File: src/hdl/hsd_pkg.sv
// hsd_pkg: register map, field positions, reset values and timing counts
// assumes a 125 MHz pclk; all cycle counts derive from it
package hsd_pkg;

	// clock
	localparam int unsigned CLK_HZ     = 125_000_000;
	localparam int unsigned CLK_NS     = 8;

	// register byte addresses on the APB
	localparam logic [11:0] SHIFT_OFF  = 12'h000;
	localparam logic [11:0] WAVE_OFF   = 12'h004;
	localparam logic [11:0] SENSOR_OFF = 12'h008;
	localparam logic [11:0] STATUS_OFF = 12'h00C;

	// reset values
	localparam logic [7:0]  SHIFT_RST  = 8'h00;
	localparam logic [7:0]  WAVE_RST   = 8'h00;
	localparam logic [7:0]  SENSOR_RST = 8'h00;

	// shift_control fields
	localparam int unsigned SEL_BIT    = 7;
	localparam int unsigned RNG_HI     = 6;
	localparam int unsigned RNG_LO     = 5;
	localparam int unsigned ANG_HI     = 4;
	localparam int unsigned ANG_LO     = 0;

	// wave_drive_control fields
	localparam int unsigned FORCE_BIT  = 7;
	localparam int unsigned TYPE_BIT   = 6;

	// sensor_input_control fields
	localparam int unsigned REG_BIT    = 3;
	localparam int unsigned INV3_BIT   = 2;
	localparam int unsigned INV2_BIT   = 1;
	localparam int unsigned INV1_BIT   = 0;

	// status fields
	localparam int unsigned ST_HALL_LO = 0;
	localparam int unsigned ST_LOCK    = 3;
	localparam int unsigned ST_SINE    = 4;

	// lead angle scale
	localparam int unsigned LEAD_MAX_CODE = 31;
	localparam int unsigned LEAD_MAX_DEG  = 58;

	// debounce: hold time that swallows 3..6 us bounce
	localparam int unsigned DEB_NS     = 6000;
	localparam int unsigned DEB_CYC    = (DEB_NS + CLK_NS - 1) / CLK_NS;

	// predictor Hall frequency limits in millihertz
	localparam int unsigned R0_FMIN_MHZ = 800;
	localparam int unsigned R0_FMAX_MHZ = 80_000;
	localparam int unsigned R1_FMIN_MHZ = 400;
	localparam int unsigned R1_FMAX_MHZ = 40_000;
	localparam int unsigned R2_FMIN_MHZ = 3200;
	localparam int unsigned R2_FMAX_MHZ = 320_000;

	// longest period allowed: rounds down
	function automatic int unsigned hsd_per_floor(input int unsigned mhz);
		longint unsigned p;
		p = (64'(CLK_HZ) * 64'd1000) / 64'(mhz);
		return 32'(p);
	endfunction : hsd_per_floor

	// shortest period allowed: rounds up
	function automatic int unsigned hsd_per_ceil(input int unsigned mhz);
		longint unsigned p;
		p = (64'(CLK_HZ) * 64'd1000 + 64'(mhz) - 64'd1) / 64'(mhz);
		return 32'(p);
	endfunction : hsd_per_ceil

	typedef enum logic [1:0] {P_IDLE, P_RUN} hsd_pred_e;

endpackage : hsd_pkg

File: src/hdl/hsd_hall_if.sv
// hsd_hall_if: configuration into, and conditioned Hall state out of, the sensor stage
// assumes both ends run on pclk
`timescale 1ns/1ps
interface hsd_hall_if;
	logic [2:0] inv;
	logic       reg_en;
	logic [2:0] state;

	modport ctl  (output inv, output reg_en, input state);
	modport cond (input inv, input reg_en, output state);
endinterface : hsd_hall_if

File: src/hdl/hsd_top.sv
// hsd_top: shift, predictor range, sine drive and Hall config behind an APB slave
// assumes a synchronous APB master on pclk and Hall inputs synchronous to pclk
//
// Contract
// - shift from pin if select 0, register if 1
// - range 00 predicts 0.8 to 80 Hz
// - range 01 predicts 0.4 to 40 Hz
// - range 1x predicts 3.2 to 320 Hz
// - codes 0..31 map to 0..58 degrees
// - auto mode: sine only when conditions met
// - forced bit enters forced mode unconditionally
// - forced mode: type bit picks square or sine
// - forced sine needs both bits set
// - regulation bit removes glitches, bridges gaps
// - Hall inputs always debounced, 3 to 6 us
// - third Hall input inverted when its bit set
// - second Hall input inverted when its bit set
// - first Hall input inverted when its bit set
//
// Added by the designer: register access over APB and the address map.
`timescale 1ns/1ps
module hsd_top
	import hsd_pkg::*;
#(
	parameter int unsigned CNT_W    = 29,
	parameter int unsigned PER_MIN0 = hsd_pkg::hsd_per_ceil(hsd_pkg::R0_FMAX_MHZ),
	parameter int unsigned PER_MAX0 = hsd_pkg::hsd_per_floor(hsd_pkg::R0_FMIN_MHZ),
	parameter int unsigned PER_MIN1 = PER_MIN0 * (hsd_pkg::R0_FMAX_MHZ / hsd_pkg::R1_FMAX_MHZ),
	parameter int unsigned PER_MAX1 = PER_MAX0 * (hsd_pkg::R0_FMIN_MHZ / hsd_pkg::R1_FMIN_MHZ),
	parameter int unsigned PER_MIN2 = hsd_pkg::hsd_per_ceil(hsd_pkg::R2_FMAX_MHZ),
	parameter int unsigned PER_MAX2 = hsd_pkg::hsd_per_floor(hsd_pkg::R2_FMIN_MHZ)
)(
	input  wire logic        pclk,
	input  wire logic        presetn,
	input  wire logic        psel,
	input  wire logic        penable,
	input  wire logic        pwrite,
	input  wire logic [11:0] paddr,
	input  wire logic [31:0] pwdata,
	output logic      [31:0] prdata,
	output logic             pready,
	output logic             pslverr,
	input  wire logic [2:0]  hall_raw,
	input  wire logic [4:0]  external_lead_pin,
	output logic      [4:0]  lead_code,
	output logic      [5:0]  lead_deg,
	output logic             sine_drive,
	output logic             predictor_locked
);
	import hsd_pkg::*;

	if (CNT_W < 8 || CNT_W > 31) begin : g_bad_w
		$error("CNT_W out of range");
	end
	if (PER_MAX0 >= 2**CNT_W || PER_MAX1 >= 2**CNT_W || PER_MAX2 >= 2**CNT_W) begin : g_bad_max
		$error("period limit does not fit CNT_W");
	end
	if (PER_MIN0 < 2 || PER_MIN1 < 2 || PER_MIN2 < 2) begin : g_bad_min
		$error("period minimum too small");
	end
	if (PER_MIN0 > PER_MAX0 || PER_MIN1 > PER_MAX1 || PER_MIN2 > PER_MAX2) begin : g_bad_ord
		$error("period minimum above maximum");
	end

	localparam logic [CNT_W:0] MIN0 = (CNT_W+1)'(PER_MIN0);
	localparam logic [CNT_W:0] MAX0 = (CNT_W+1)'(PER_MAX0);
	localparam logic [CNT_W:0] MIN1 = (CNT_W+1)'(PER_MIN1);
	localparam logic [CNT_W:0] MAX1 = (CNT_W+1)'(PER_MAX1);
	localparam logic [CNT_W:0] MIN2 = (CNT_W+1)'(PER_MIN2);
	localparam logic [CNT_W:0] MAX2 = (CNT_W+1)'(PER_MAX2);

	// scale a lead code to whole degrees, rounded to nearest
	function automatic logic [5:0] lead_scale(input logic [4:0] code);
		logic [11:0] p;
		p = 12'(code) * 12'(LEAD_MAX_DEG) + 12'(LEAD_MAX_CODE / 2);
		return 6'(p / 12'(LEAD_MAX_CODE));
	endfunction : lead_scale

	// ---------------- registers ----------------
	logic [7:0]       shift_control_r;
	logic [7:0]       wave_drive_control_r;
	logic [7:0]       sensor_input_control_r;
	logic [31:0]      prdata_r;
	logic             pready_r;
	logic             pslverr_r;
	logic [4:0]       lead_code_r;
	logic [5:0]       lead_deg_r;
	logic             sine_r;
	logic             locked_r;
	logic             hall0_prev_r;
	logic [CNT_W-1:0] per_cnt_r;
	hsd_pred_e        pst_r;

	hsd_hall_if hall_if ();

	// ---------------- APB decode ----------------
	wire        acc        = psel & penable;
	wire        acc_first  = acc & ~pready_r;
	wire        hit_shift  = (paddr == SHIFT_OFF);
	wire        hit_wave   = (paddr == WAVE_OFF);
	wire        hit_sensor = (paddr == SENSOR_OFF);
	wire        hit_status = (paddr == STATUS_OFF);
	wire        mapped     = hit_shift | hit_wave | hit_sensor | hit_status;
	wire        wr_go      = acc & pready_r & pwrite;

	wire [7:0]  wave_wmask   = 8'hC0;
	wire [7:0]  sensor_wmask = 8'h0F;
	wire [7:0]  status_byte;

	assign status_byte = {3'h0, sine_r, locked_r, hall_if.state};

	wire [31:0] rd_mux = hit_shift  ? {24'h0, shift_control_r} :
	                     hit_wave   ? {24'h0, wave_drive_control_r} :
	                     hit_sensor ? {24'h0, sensor_input_control_r} :
	                     hit_status ? {24'h0, status_byte} : 32'h0;

	// one wait state: data and error are registered in the first access cycle
	always_ff @(posedge pclk or negedge presetn) begin
		if (!presetn) begin
			pready_r  <= 1'b0;
			pslverr_r <= 1'b0;
			prdata_r  <= 32'h0;
		end else begin
			pready_r  <= acc_first;
			pslverr_r <= acc_first & ~mapped;
			prdata_r  <= (acc_first & ~pwrite) ? rd_mux : 32'h0;
		end
	end

	always_ff @(posedge pclk or negedge presetn) begin
		if (!presetn) begin
			shift_control_r        <= SHIFT_RST;
			wave_drive_control_r   <= WAVE_RST;
			sensor_input_control_r <= SENSOR_RST;
		end else if (wr_go) begin
			if (hit_shift) shift_control_r <= pwdata[7:0];
			if (hit_wave) wave_drive_control_r <= pwdata[7:0] & wave_wmask;
			if (hit_sensor) sensor_input_control_r <= pwdata[7:0] & sensor_wmask;
		end
	end

	// ---------------- field decode ----------------
	wire       lead_sel            = shift_control_r[SEL_BIT];
	wire [1:0] predictor_speed_range = shift_control_r[RNG_HI:RNG_LO];
	wire [4:0] lead_value          = shift_control_r[ANG_HI:ANG_LO];
	wire       forced_drive_enable = wave_drive_control_r[FORCE_BIT];
	wire       forced_output_type  = wave_drive_control_r[TYPE_BIT];
	wire       hall_regulation_enable = sensor_input_control_r[REG_BIT];
	wire       third_sensor_invert  = sensor_input_control_r[INV3_BIT];
	wire       second_sensor_invert = sensor_input_control_r[INV2_BIT];
	wire       first_sensor_invert  = sensor_input_control_r[INV1_BIT];

	assign hall_if.inv    = {third_sensor_invert, second_sensor_invert, first_sensor_invert};
	assign hall_if.reg_en = hall_regulation_enable;

	hsd_hall_cond u_cond (
		.pclk     (pclk),
		.presetn  (presetn),
		.hall_raw (hall_raw),
		.h        (hall_if.cond)
	);

	// ---------------- lead angle ----------------
	wire [4:0] lead_src = lead_sel ? lead_value : external_lead_pin;

	always_ff @(posedge pclk or negedge presetn) begin
		if (!presetn) begin
			lead_code_r <= 5'h00;
			lead_deg_r  <= 6'h00;
		end else begin
			lead_code_r <= lead_src;
			lead_deg_r  <= lead_scale(lead_code_r);
		end
	end

	// ---------------- position predictor ----------------
	// range 1x ignores the low bit
	wire [CNT_W:0] per_min = predictor_speed_range[1] ? MIN2 :
	                         predictor_speed_range[0] ? MIN1 : MIN0;
	wire [CNT_W:0] per_max = predictor_speed_range[1] ? MAX2 :
	                         predictor_speed_range[0] ? MAX1 : MAX0;
	wire           hall_rise = hall_if.state[0] & ~hall0_prev_r;
	wire [CNT_W:0] per_meas  = {1'b0, per_cnt_r} + (CNT_W+1)'(1);
	wire           in_range  = (per_meas >= per_min) && (per_meas <= per_max);
	wire           too_slow  = ({1'b0, per_cnt_r} >= per_max);

	// period measured between rising edges of the conditioned first input
	always_ff @(posedge pclk or negedge presetn) begin
		if (!presetn) begin
			pst_r        <= P_IDLE;
			per_cnt_r    <= '0;
			locked_r     <= 1'b0;
			hall0_prev_r <= 1'b0;
		end else begin
			hall0_prev_r <= hall_if.state[0];
			case (pst_r)
				P_IDLE: begin
					per_cnt_r <= '0;
					locked_r  <= 1'b0;
					if (hall_rise) pst_r <= P_RUN;
				end
				P_RUN: begin
					if (hall_rise) begin
						per_cnt_r <= '0;
						locked_r  <= in_range;
					end else if (too_slow) begin
						locked_r  <= 1'b0;
						pst_r     <= P_IDLE;
					end else begin
						per_cnt_r <= per_cnt_r + CNT_W'(1);
					end
				end
				default: begin
					pst_r    <= P_IDLE;
					locked_r <= 1'b0;
				end
			endcase
		end
	end

	// ---------------- drive mode ----------------
	// forced mode ignores predictor lock; auto mode waits for it
	wire sine_nxt = forced_drive_enable ? (forced_drive_enable & forced_output_type)
	                                    : locked_r;

	always_ff @(posedge pclk or negedge presetn) begin
		if (!presetn) begin
			sine_r <= 1'b0;
		end else begin
			sine_r <= sine_nxt;
		end
	end

	assign prdata           = prdata_r;
	assign pready           = pready_r;
	assign pslverr          = pslverr_r;
	assign lead_code        = lead_code_r;
	assign lead_deg         = lead_deg_r;
	assign sine_drive       = sine_r;
	assign predictor_locked = locked_r;

	// ---------------- assertions ----------------
	a_lead_source: assert property (@(posedge pclk) disable iff (!presetn)
		(!lead_sel && $stable(external_lead_pin)) |=> ##1 (lead_deg_r == lead_scale($past(external_lead_pin, 2))))
		else $error("lead angle not taken from pin");

	a_lead_scale: assert property (@(posedge pclk) disable iff (!presetn)
		(lead_code_r == 5'h1F) |=> (lead_deg_r == 6'h3A))
		else $error("full lead code does not give 58 degrees");

	a_range_base: assert property (@(posedge pclk) disable iff (!presetn)
		(pst_r == P_RUN && hall_rise && predictor_speed_range == 2'b00
		 && per_meas >= MIN0 && per_meas <= MAX0) |=> locked_r)
		else $error("range 00 did not lock in band");

	a_range_low: assert property (@(posedge pclk) disable iff (!presetn)
		(pst_r == P_RUN && hall_rise && predictor_speed_range == 2'b01
		 && (per_meas < MIN1 || per_meas > MAX1)) |=> !locked_r)
		else $error("range 01 locked out of band");

	a_range_high: assert property (@(posedge pclk) disable iff (!presetn)
		(pst_r == P_RUN && hall_rise && predictor_speed_range[1]
		 && per_meas >= MIN2 && per_meas <= MAX2) |=> locked_r)
		else $error("range 1x did not lock in band");

	a_auto_wait: assert property (@(posedge pclk) disable iff (!presetn)
		(!forced_drive_enable && !locked_r) |=> !sine_r)
		else $error("auto sine without predictor lock");

	a_forced_sine: assert property (@(posedge pclk) disable iff (!presetn)
		(forced_drive_enable && forced_output_type) |=> sine_r)
		else $error("forced sine not entered");

	a_forced_square: assert property (@(posedge pclk) disable iff (!presetn)
		(forced_drive_enable && !forced_output_type) |=> !sine_r)
		else $error("forced square gave sine");

	a_apb_wait: assert property (@(posedge pclk) disable iff (!presetn)
		(psel && !penable) ##1 (psel && penable) |-> !pready ##1 pready)
		else $error("apb answer not after one wait state");

	a_apb_unmapped: assert property (@(posedge pclk) disable iff (!presetn)
		(acc_first && !mapped) |=> (pready && pslverr))
		else $error("unmapped access answered without error");

	a_rd_idle: assert property (@(posedge pclk) disable iff (!presetn)
		!pready |-> (prdata == 32'h0))
		else $error("read data outside the answer cycle");

	a_wave_mask: assert property (@(posedge pclk) disable iff (!presetn)
		wave_drive_control_r[5:0] == 6'h00)
		else $error("unused wave drive bits set");

	a_sensor_mask: assert property (@(posedge pclk) disable iff (!presetn)
		sensor_input_control_r[7:4] == 4'h0)
		else $error("unused sensor control bits set");

	a_lock_timeout: assert property (@(posedge pclk) disable iff (!presetn)
		(pst_r == P_RUN && !hall_rise && too_slow) |=> (!locked_r && pst_r == P_IDLE))
		else $error("predictor kept lock past the slowest period");

endmodule : hsd_top

File: src/hdl/hsd_hall_cond.sv
// hsd_hall_cond: Hall inversion, debounce and optional regulation
// assumes hall_raw is synchronous to pclk
`timescale 1ns/1ps
module hsd_hall_cond
	import hsd_pkg::*;
(
	input  wire logic       pclk,
	input  wire logic       presetn,
	input  wire logic [2:0] hall_raw,
	hsd_hall_if.cond        h
);
	import hsd_pkg::*;

	localparam int unsigned CW = 10;
	if (DEB_CYC >= 2**CW || DEB_CYC < 2) begin : g_bad_deb
		$error("debounce count does not fit its counter");
	end

	localparam logic [CW-1:0] DEB_LAST = CW'(DEB_CYC - 1);

	logic [2:0]    inv_r;
	logic [2:0]    deb_r;
	logic [2:0]    held_r;
	logic [CW-1:0] cnt_r [3];

	function automatic logic one_step(input logic [2:0] a, input logic [2:0] b);
		logic [2:0] d;
		d = a ^ b;
		return (d == 3'h1) || (d == 3'h2) || (d == 3'h4);
	endfunction : one_step

	wire code_ok   = (deb_r != 3'h0) && (deb_r != 3'h7);
	wire held_ok   = (held_r != 3'h0) && (held_r != 3'h7);
	wire accept    = code_ok && (!held_ok || one_step(deb_r, held_r));

	// polarity fixed first so every later stage sees it
	always_ff @(posedge pclk or negedge presetn) begin
		if (!presetn) begin
			inv_r <= 3'h0;
		end else begin
			inv_r <= hall_raw ^ h.inv;
		end
	end

	// per input: new level taken only after it has stood DEB_CYC cycles
	always_ff @(posedge pclk or negedge presetn) begin
		if (!presetn) begin
			deb_r <= 3'h0;
			for (int i = 0; i < 3; i++) cnt_r[i] <= '0;
		end else begin
			for (int i = 0; i < 3; i++) begin
				if (inv_r[i] == deb_r[i]) begin
					cnt_r[i] <= '0;
				end else if (cnt_r[i] == DEB_LAST) begin
					cnt_r[i] <= '0;
					deb_r[i] <= inv_r[i];
				end else begin
					cnt_r[i] <= cnt_r[i] + CW'(1);
				end
			end
		end
	end

	// regulation drops illegal codes and jumps, holding the last good state
	always_ff @(posedge pclk or negedge presetn) begin
		if (!presetn) begin
			held_r <= 3'h0;
		end else if (!h.reg_en || accept) begin
			held_r <= deb_r;
		end
	end

	assign h.state = held_r;

	a_inv_first: assert property (@(posedge pclk) disable iff (!presetn)
		$past(presetn) |-> (inv_r == $past(hall_raw ^ h.inv)))
		else $error("inversion stage does not follow raw input");

	a_deb_hold: assert property (@(posedge pclk) disable iff (!presetn)
		(deb_r[0] != $past(deb_r[0])) |-> ($past(cnt_r[0]) == DEB_LAST))
		else $error("debounced input changed before hold time");

	a_reg_drop: assert property (@(posedge pclk) disable iff (!presetn)
		(h.reg_en && !code_ok) |=> $stable(held_r))
		else $error("regulation let an illegal code through");

	a_reg_off: assert property (@(posedge pclk) disable iff (!presetn)
		!h.reg_en |=> (held_r == $past(deb_r)))
		else $error("unregulated state does not track debounce");

endmodule : hsd_hall_cond

File: config.mk
export PLATFORM = sky130hd
export DESIGN_NAME = hsd_top
export DESIGN_NICKNAME = d
export VERILOG_FILES = /design/src/hdl/hsd_pkg.sv /design/src/hdl/hsd_hall_if.sv /design/src/hdl/hsd_top.sv /design/src/hdl/hsd_hall_cond.sv
export SDC_FILE = /design/constraint.sdc
export NUM_CORES = 1
export LEC_CHECK = 0
export BUFFER_PORTS_ARGS = -buffer_cell sky130_fd_sc_hd__buf_2
export CORE_MARGIN = 10
export CORE_UTILIZATION = 35
export DETAILED_ROUTE_END_ITERATION = 7
export GPL_ROUTABILITY_DRIVEN = 0
export PLACE_DENSITY = 0.57
export SYNTH_ARGS = -nofsm -noshare
export SYNTH_HDL_FRONTEND = slang
export SYNTH_SLANG_ARGS = --single-unit
File: constraint.sdc
create_clock -name pclk -period 7.15 [get_ports pclk]
set_input_delay 0.715 -clock pclk [delete_from_list [all_inputs] [get_ports pclk]]
set_output_delay 0.715 -clock pclk [all_outputs]
set_load 0.005 [all_outputs]
==> impl_metrics.json, run 1 <==
{
  "cts_root_buf": "clkbuf_16",
  "peakVddDrop_mv": 0.1461,
  "postCtsSetupRepairBufs": 0,
  "wl_per_cell_um": 14.30,
  "finalCritPeriodShare_pct": 91.45,
  "synth_area_um2": 8255,
  "crit_required_ns": 7.37,
  "fin_skew_ns": 0.007920,
  "port-buffer-count": 55,
  "fp.coreArea_um2": 23330,
  "slowest_delay_ns": 0.60,
  "path_delay_family": "simple AND/OR/NAND/NOR gates",
  "hp-class": "in -> async",
  "cp_max_fo": 11,
  "cts_tree": "yes",
  "drv_slew": 0,
  "path_cells": "inv_1 -> ha_1 -> ha_1 -> ha_1 -> inv_1 -> fa_1 -> nor3b_1 -> xnor2_1 -> a211oi_2 -> nor3_2 -> or3_1 -> nand3_1 -> and2_4 -> or4_4 -> a32oi_2 -> or2_1 -> nor3_1 -> o21ai_0 -> ha_1 -> nand2_1 -> a21oi_1 -> a21bo_1 -> o221ai_1",
  "place_area_um2": 8768,
  "clk_path_buf_depth": 2,
  "die_w_um": 173.6,
  "start_util_pct": 35.38,
  "antenna_left": 0,
  "max_cap_viol_count": 0,
  "netlist_instances": 908,
  "yosysTopAreaCellShare_pct": 32.43,
  "hold_ws_ns": 0.3621,
  "setup_ws_ns": 0.6116,
  "ys_seq_area_share_pct": 32.43,
  "status": "complete, no violations",
  "ios": 104,
  "via_per_inst": 4.980,
  "slowest_stage": "dfrtp_1",
  "worst-path-stages": 23,
  "fin_area_um2": 9074,
  "hold_violations": 0,
  "row_count": 56,
  "fin_total_pwr_mw": 2.132,
  "route.detailed.drc": 0,
  "clock_sinks": 107,
  "crit_top_cell": "ha_1",
  "multiInputGateArea_um2": 5223,
  "yosys.area.top_type": "dfrtp_1",
  "fmax_mhz": 152.9,
  "synth-edff-count": 0,
  "power_density_nw_per_um2": 234.9,
  "dp_cells": 1260,
  "async_flop_share_pct": 100.0,
  "drt_iter0_markers": 376,
  "start_kind": "register",
  "setup_viol": 0,
  "grt_max_degree": 62,
  "cts_made_buffers": 9,
  "dp_hpwl_um": 13920,
  "synth_cell_types": 79,
  "syn_area_per_cell_um2": 9.092,
  "final-seq-area_um2": 2678,
  "tns_ns": 0,
  "grt_overflow": 0,
  "synth.most_common_cell": "dfrtp_1",
  "final.fill_count": 2418,
  "crit_path_end_kind": "register",
  "worstRegToRegCells": 23,
  "track_usage_pct": 12.04,
  "cts-resized-gates": 0,
  "critical_path_buf_inv_count": 2,
  "drive_above_1_share_pct": 12.33,
  "ys.flop_type": "dfrtp_1",
  "antenna_found_initial": 0,
  "htreeDepth": 3,
  "instances_no_fill": 1276,
  "drt-total-wl_um": 18250,
  "grt_pass1_wl_um": 31030,
  "cts_hold_buf": 0,
  "synthToLayoutAreaGrowth_pct": 9.912,
  "yosys_warnings": 0,
  "clk_pin_slew_worst_paths_ns": 0.08,
  "power.leakage_nw": 4.276,
  "worstSetupPathType": "reg -> reg",
  "final.min_clock_period_ns": 6.538,
  "worst_pin_slew_ns": 0.7506,
  "critPathArrivalTime_ns": 6.76,
  "synthTopCellsByArea": "dfrtp_1 32%, ha_1 12%, xor2_1 6.8%",
  "grt_pass1_vias": 6166,
  "rsz0062_at_grt": "no",
  "ys_seq_elements": 107,
  "fp.dieH_um": 173.6,
  "synth_top_cells_by_count": "107 x dfrtp_1, 106 x nor2_1, 80 x ha_1",
  "clock_latency_ns": 0.36,
  "utilization_pct": 38.89,
  "antenna_cells": 0,
  "post-place-ws_ns": 0.6161,
  "dr_total_vias": 6355,
  "dieArea_um2": 30130,
  "nets": 1094,
  "slew_headroom_pct": 49.96,
  "drtPass1Iterations": 4
}
[layout by cell type (no fill, tap or decap), types with 10 or more instances in the layout]
| master | netlist | final |
|---|---|---|
| a31oi_1 | 12 | 12 |
| ha_1 | 80 | 80 |
| mux2i_1 | 10 | 10 |
| nand2_1 | 67 | 67 |
| xnor2_1 | 39 | 39 |
| o21ai_0 | 28 | 27 |
| nor2b_1 | 15 | 15 |
| nand3_1 | 25 | 25 |
| a21oi_1 | 30 | 30 |
| xor2_1 | 64 | 64 |
| and3_1 | 15 | 15 |
| conb_1 | 1 | 24 |
| inv_1 | 43 | 43 |
| nand4_1 | 24 | 24 |
| nor3_1 | 15 | 15 |
| nand2b_1 | 13 | 13 |
| and2_1 | 10 | 10 |
| dfrtp_1 | 107 | 107 |
| mux2_2 | 20 | 20 |
| buf_2 | 2 | 54 |
| nor2_1 | 106 | 106 |
[worst paths after layout]
check / startpoint / slack, ns / endpoint
max: lead_code[0] / 0.61 / lead_deg[0]
min: presetn / 0.36 / per_cnt_r[3]
max reg2reg: lead_code[0] / 0.61 / lead_deg[0]
min reg2reg: u_cond.inv_r[1] / 0.50 / u_cond.deb_r[1]
max in group asynchronous: presetn / 5.60 / shift_control_r[4]
min in group pclk: u_cond.inv_r[1] / 0.50 / u_cond.deb_r[1]
[kinds of logic (layout without fill, tap and decap cells)]
logic type | Yosys count | in the layout | share of synthesized area [%]
AO/OA/AOI/OAI | 156 | 156 | 13.50
XOR/XNOR | 103 | 103 | 10.93
adder cells (fa/ha/maj) | 85 | 85 | 13.34
buffers and inverters | 92 | 118 | 5.395
flip-flops | 107 | 107 | 32.43
multiplexers | 30 | 30 | 3.941
other | 1 | 24 | 0.04542
AND/OR/NAND/NOR | 334 | 334 | 20.42
[sequential cells by signal (all words and copies together) (netlist names), 2 cells and up]
name                    cells
per_cnt_r                  29
u_cond.cnt_r               30
shift_control_r             8
prdata                      8
lead_code                   5
sensor_input_control_r      4
lead_deg                    6
u_cond.deb_r                3
wave_drive_control_r        2
u_cond.h.state              3
u_cond.inv_r                3
[layer usage]
layer | vias to the layer above | GRT usage, % | routed length [um]
li1 | 3242 | - | -
met1 | 3012 | 16.97 | 9319
met2 | 90 | 18.52 | 8133
met3 | 11 | 2.527 | 677
met4 | 0 | 2.565 | 116
met5 | - | 0 | 0
[final cells by class]
class | instances | share of cell area [%]
timing repair buffer | 59 | 3.392
clock buffer | 9 | 2.482
tap | 319 | 4.399
inverter | 43 | 1.779
sequential | 107 | 29.51
clock inverter | 7 | 0.8825
multi-input combinational | 732 | 57.56
[where the power goes]
group / internal (mW) / switching (mW) / total, mW
clock: 0.250 / 0.259 / 0.508
combinational: 0.397 / 0.579 / 0.976
sequential: 0.632 / 0.0150 / 0.647
(Power assumes the default switching activity.)
==> run 2, diff against run 1 <==
==> constraint.sdc (replaced) <==
create_clock -name pclk -period 7.15 [get_ports pclk]
set_input_delay 0 -clock pclk [delete_from_list [all_inputs] [get_ports pclk]]
set_output_delay 0 -clock pclk [all_outputs]
set_load 0.005 [all_outputs]
==> impl_metrics.json, run 2 (synthesized netlist as in run 1, its figures left out) <==
{
  "status": "complete, no violations",
  "netSwitchingFraction_pct": 39.21,
  "row_count": 56,
  "mostFrequentLayoutCell": "dfrtp_1",
  "largest_reg_flops": 30,
  "largest_registers": "u_cond.cnt_r: 30 flops, per_cnt_r: 29 flops",
  "synthToLayoutAreaGrowth_pct": 12.46,
  "crit_path_end_kind": "register",
  "dieArea_um2": 30130,
  "cp_max_fo": 11,
  "fin_total_pwr_mw": 2.175,
  "die_w_um": 173.6,
  "peakVddDrop_mv": 0.1016,
  "power.leakage_nw": 4.369,
  "antenna_cells": 0,
  "p_sw_mw": 0.8528,
  "drv_slew": 0,
  "hp-start": "pwrite",
  "combPwrFrac_pct": 45.5,
  "final.min_clock_period_ns": 6.575,
  "worstSetupPathType": "reg -> reg",
  "cts_made_buffers": 9,
  "r2r_start": "lead_code[0]",
  "grt_overflow": 0,
  "fp.dieH_um": 173.6,
  "max_cap_viol_count": 0,
  "crit_required_ns": 7.42,
  "route.detailed.drc": 0,
  "start_util_pct": 35.38,
  "worst_pin_slew_ns": 0.7459,
  "tns_ns": 0,
  "p_int_mw": 1.322,
  "start_kind": "register",
  "via_per_inst": 4.927,
  "pwr-share-seq_pct": 29.8,
  "drive_above_1_share_pct": 12.09,
  "largest-register": "u_cond.cnt_r",
  "multiInputGateArea_um2": 5223,
  "htreeDepth": 3,
  "postCtsSetupRepairBufs": 0,
  "hp-class": "in -> reg",
  "grt_pass1_vias": 6171,
  "dp_hpwl_um": 13900,
  "critPathArrivalTime_ns": 6.84,
  "port-buffer-count": 55,
  "power_density_nw_per_um2": 234.3,
  "finalCritPeriodShare_pct": 91.96,
  "track_usage_pct": 11.95,
  "wl_per_cell_um": 14.00,
  "clk_path_buf_depth": 2,
  "drt-total-wl_um": 18130,
  "cts_tree": "yes",
  "fp.coreArea_um2": 23330,
  "clock_sinks": 107,
  "antenna_left": 0,
  "final.fill_count": 2357,
  "antenna_found_initial": 0,
  "setup_viol": 0,
  "slew_headroom_pct": 49.57,
  "nets": 1113,
  "grt_pass1_wl_um": 30820,
  "dr_total_vias": 6381,
  "layout_common_cells": "107 x dfrtp_1, 106 x nor2_1, 80 x ha_1, 67 x nand2_1, 64 x xor2_1",
  "drt_iter0_markers": 355,
  "ios": 104,
  "fin_skew_ns": 0.01143,
  "grt_max_degree": 63,
  "final-seq-area_um2": 2678,
  "rsz0062_at_grt": "no",
  "clk_pin_slew_worst_paths_ns": 0.07,
  "clockPowerShare_pct": 24.8,
  "hold_violations": 0,
  "fmax_mhz": 152.1,
  "drtPass1Iterations": 5,
  "clock_latency_ns": 0.36,
  "cts_root_buf": "clkbuf_16",
  "startpoint": "lead_code[0]"
}
run 2: changes by cell type in the layout (fill, tap and decap cells not counted):
cell           change
dlygate4sd3_1     +19
clkinv_8           -1
inv_12             +1
clkinvlp_4         -1
inv_8              -1
bufinv_16          +1
inv_6              +2
clkinv_4           -1
run 2: worst paths after layout:
| path | endpoint | slack (ns) | cells after the start |
|---|---|---|---|
| max reg2reg | lead_deg[0] | 0.58 | 23 |
| min in group asynchronous | per_cnt_r[3] | 0.19 | 2 |
| max in group asynchronous | u_cond.cnt_r[8] | 5.77 | 3 |
| min reg2reg | u_cond.deb_r[0] | 0.50 | 2 |
| max | lead_deg[0] | 0.58 | 23 |
| min | prdata[7] | 0.02 | 4 |
run 2: layout make-up:
cell class	instances	area share [%]
timing repair buffer	78	5.364
multi-input combinational	732	56.25
tap	319	4.299
clock buffer	9	2.426
clock inverter	7	1.078
inverter	43	1.739
sequential	107	28.84
run 2: worst max-delay path, cell delays in order, from the launching register on:
cell and delay [ns]:
dfrtp_1 0.59, inv_1 0.12, ha_1 0.49, ha_1 0.30, ha_1 0.22, inv_1 0.07
fa_1 0.48, nor3b_1 0.45, xnor2_1 0.34, a211oi_2 0.13, nor3_2 0.44, or3_1 0.21
nand3_1 0.16, and2_4 0.23, or4_4 0.56, a32oi_2 0.34, or2_1 0.28, nor3_1 0.08
o21ai_0 0.18, ha_1 0.21, nand2_1 0.06, a21oi_1 0.22, o22ai_1 0.11, o221ai_1 0.20
run 2: per-stage QoR:
stage | utilization (%) | cell area [um2] | std cells | setup WS (ns) | hold slack, ns
after CTS | 39.79 | 9284 | 1295 | 0.6156 | 0.009115
after floorplan | - | 8342 | 931 | 1.248 | -0.2956
after detailed placement | 37.58 | 8768 | 1260 | 0.6232 | 0.05548
after global routing | 39.79 | 9284 | 1295 | 0.0009792 | 0.03656
after global placement | 37.58 | 8768 | 1260 | 0.7223 | 0.05251
final | 39.79 | 9284 | 1295 | 0.5752 | 0.02226
run 2: layer usage:
| metal | part of all wire, % | up-vias | wire, um | track usage (%) |
|---|---|---|---|---|
| met2 | 44 | 106 | 8051 | 18.95 |
| met5 | 0 | - | 0 | 0 |
| met3 | 3.9 | 7 | 698 | 2.745 |
| met1 | 51 | 2989 | 9295 | 16.44 |
| met4 | 0.44 | 0 | 79 | 1.959 |
| li1 | - | 3279 | - | - |
run 2: what timing repair did:
action                                 CTS  global route
hold buffers                            19             0
resized for setup                        0             0
endpoints found under the hold margin   69             0
run 2: power groups by stage:
stage	registers (mW)	logic [mW]	clock network, mW
2_1_floorplan	0.659	0.777	0
3_3_place_gp	0.659	0.971	0
6_report	0.647	0.989	0.539
4_1_cts	0.647	0.985	0.560
5_1_grt	0.651	1.09	0.580
3_5_place_dp	0.659	0.971	0
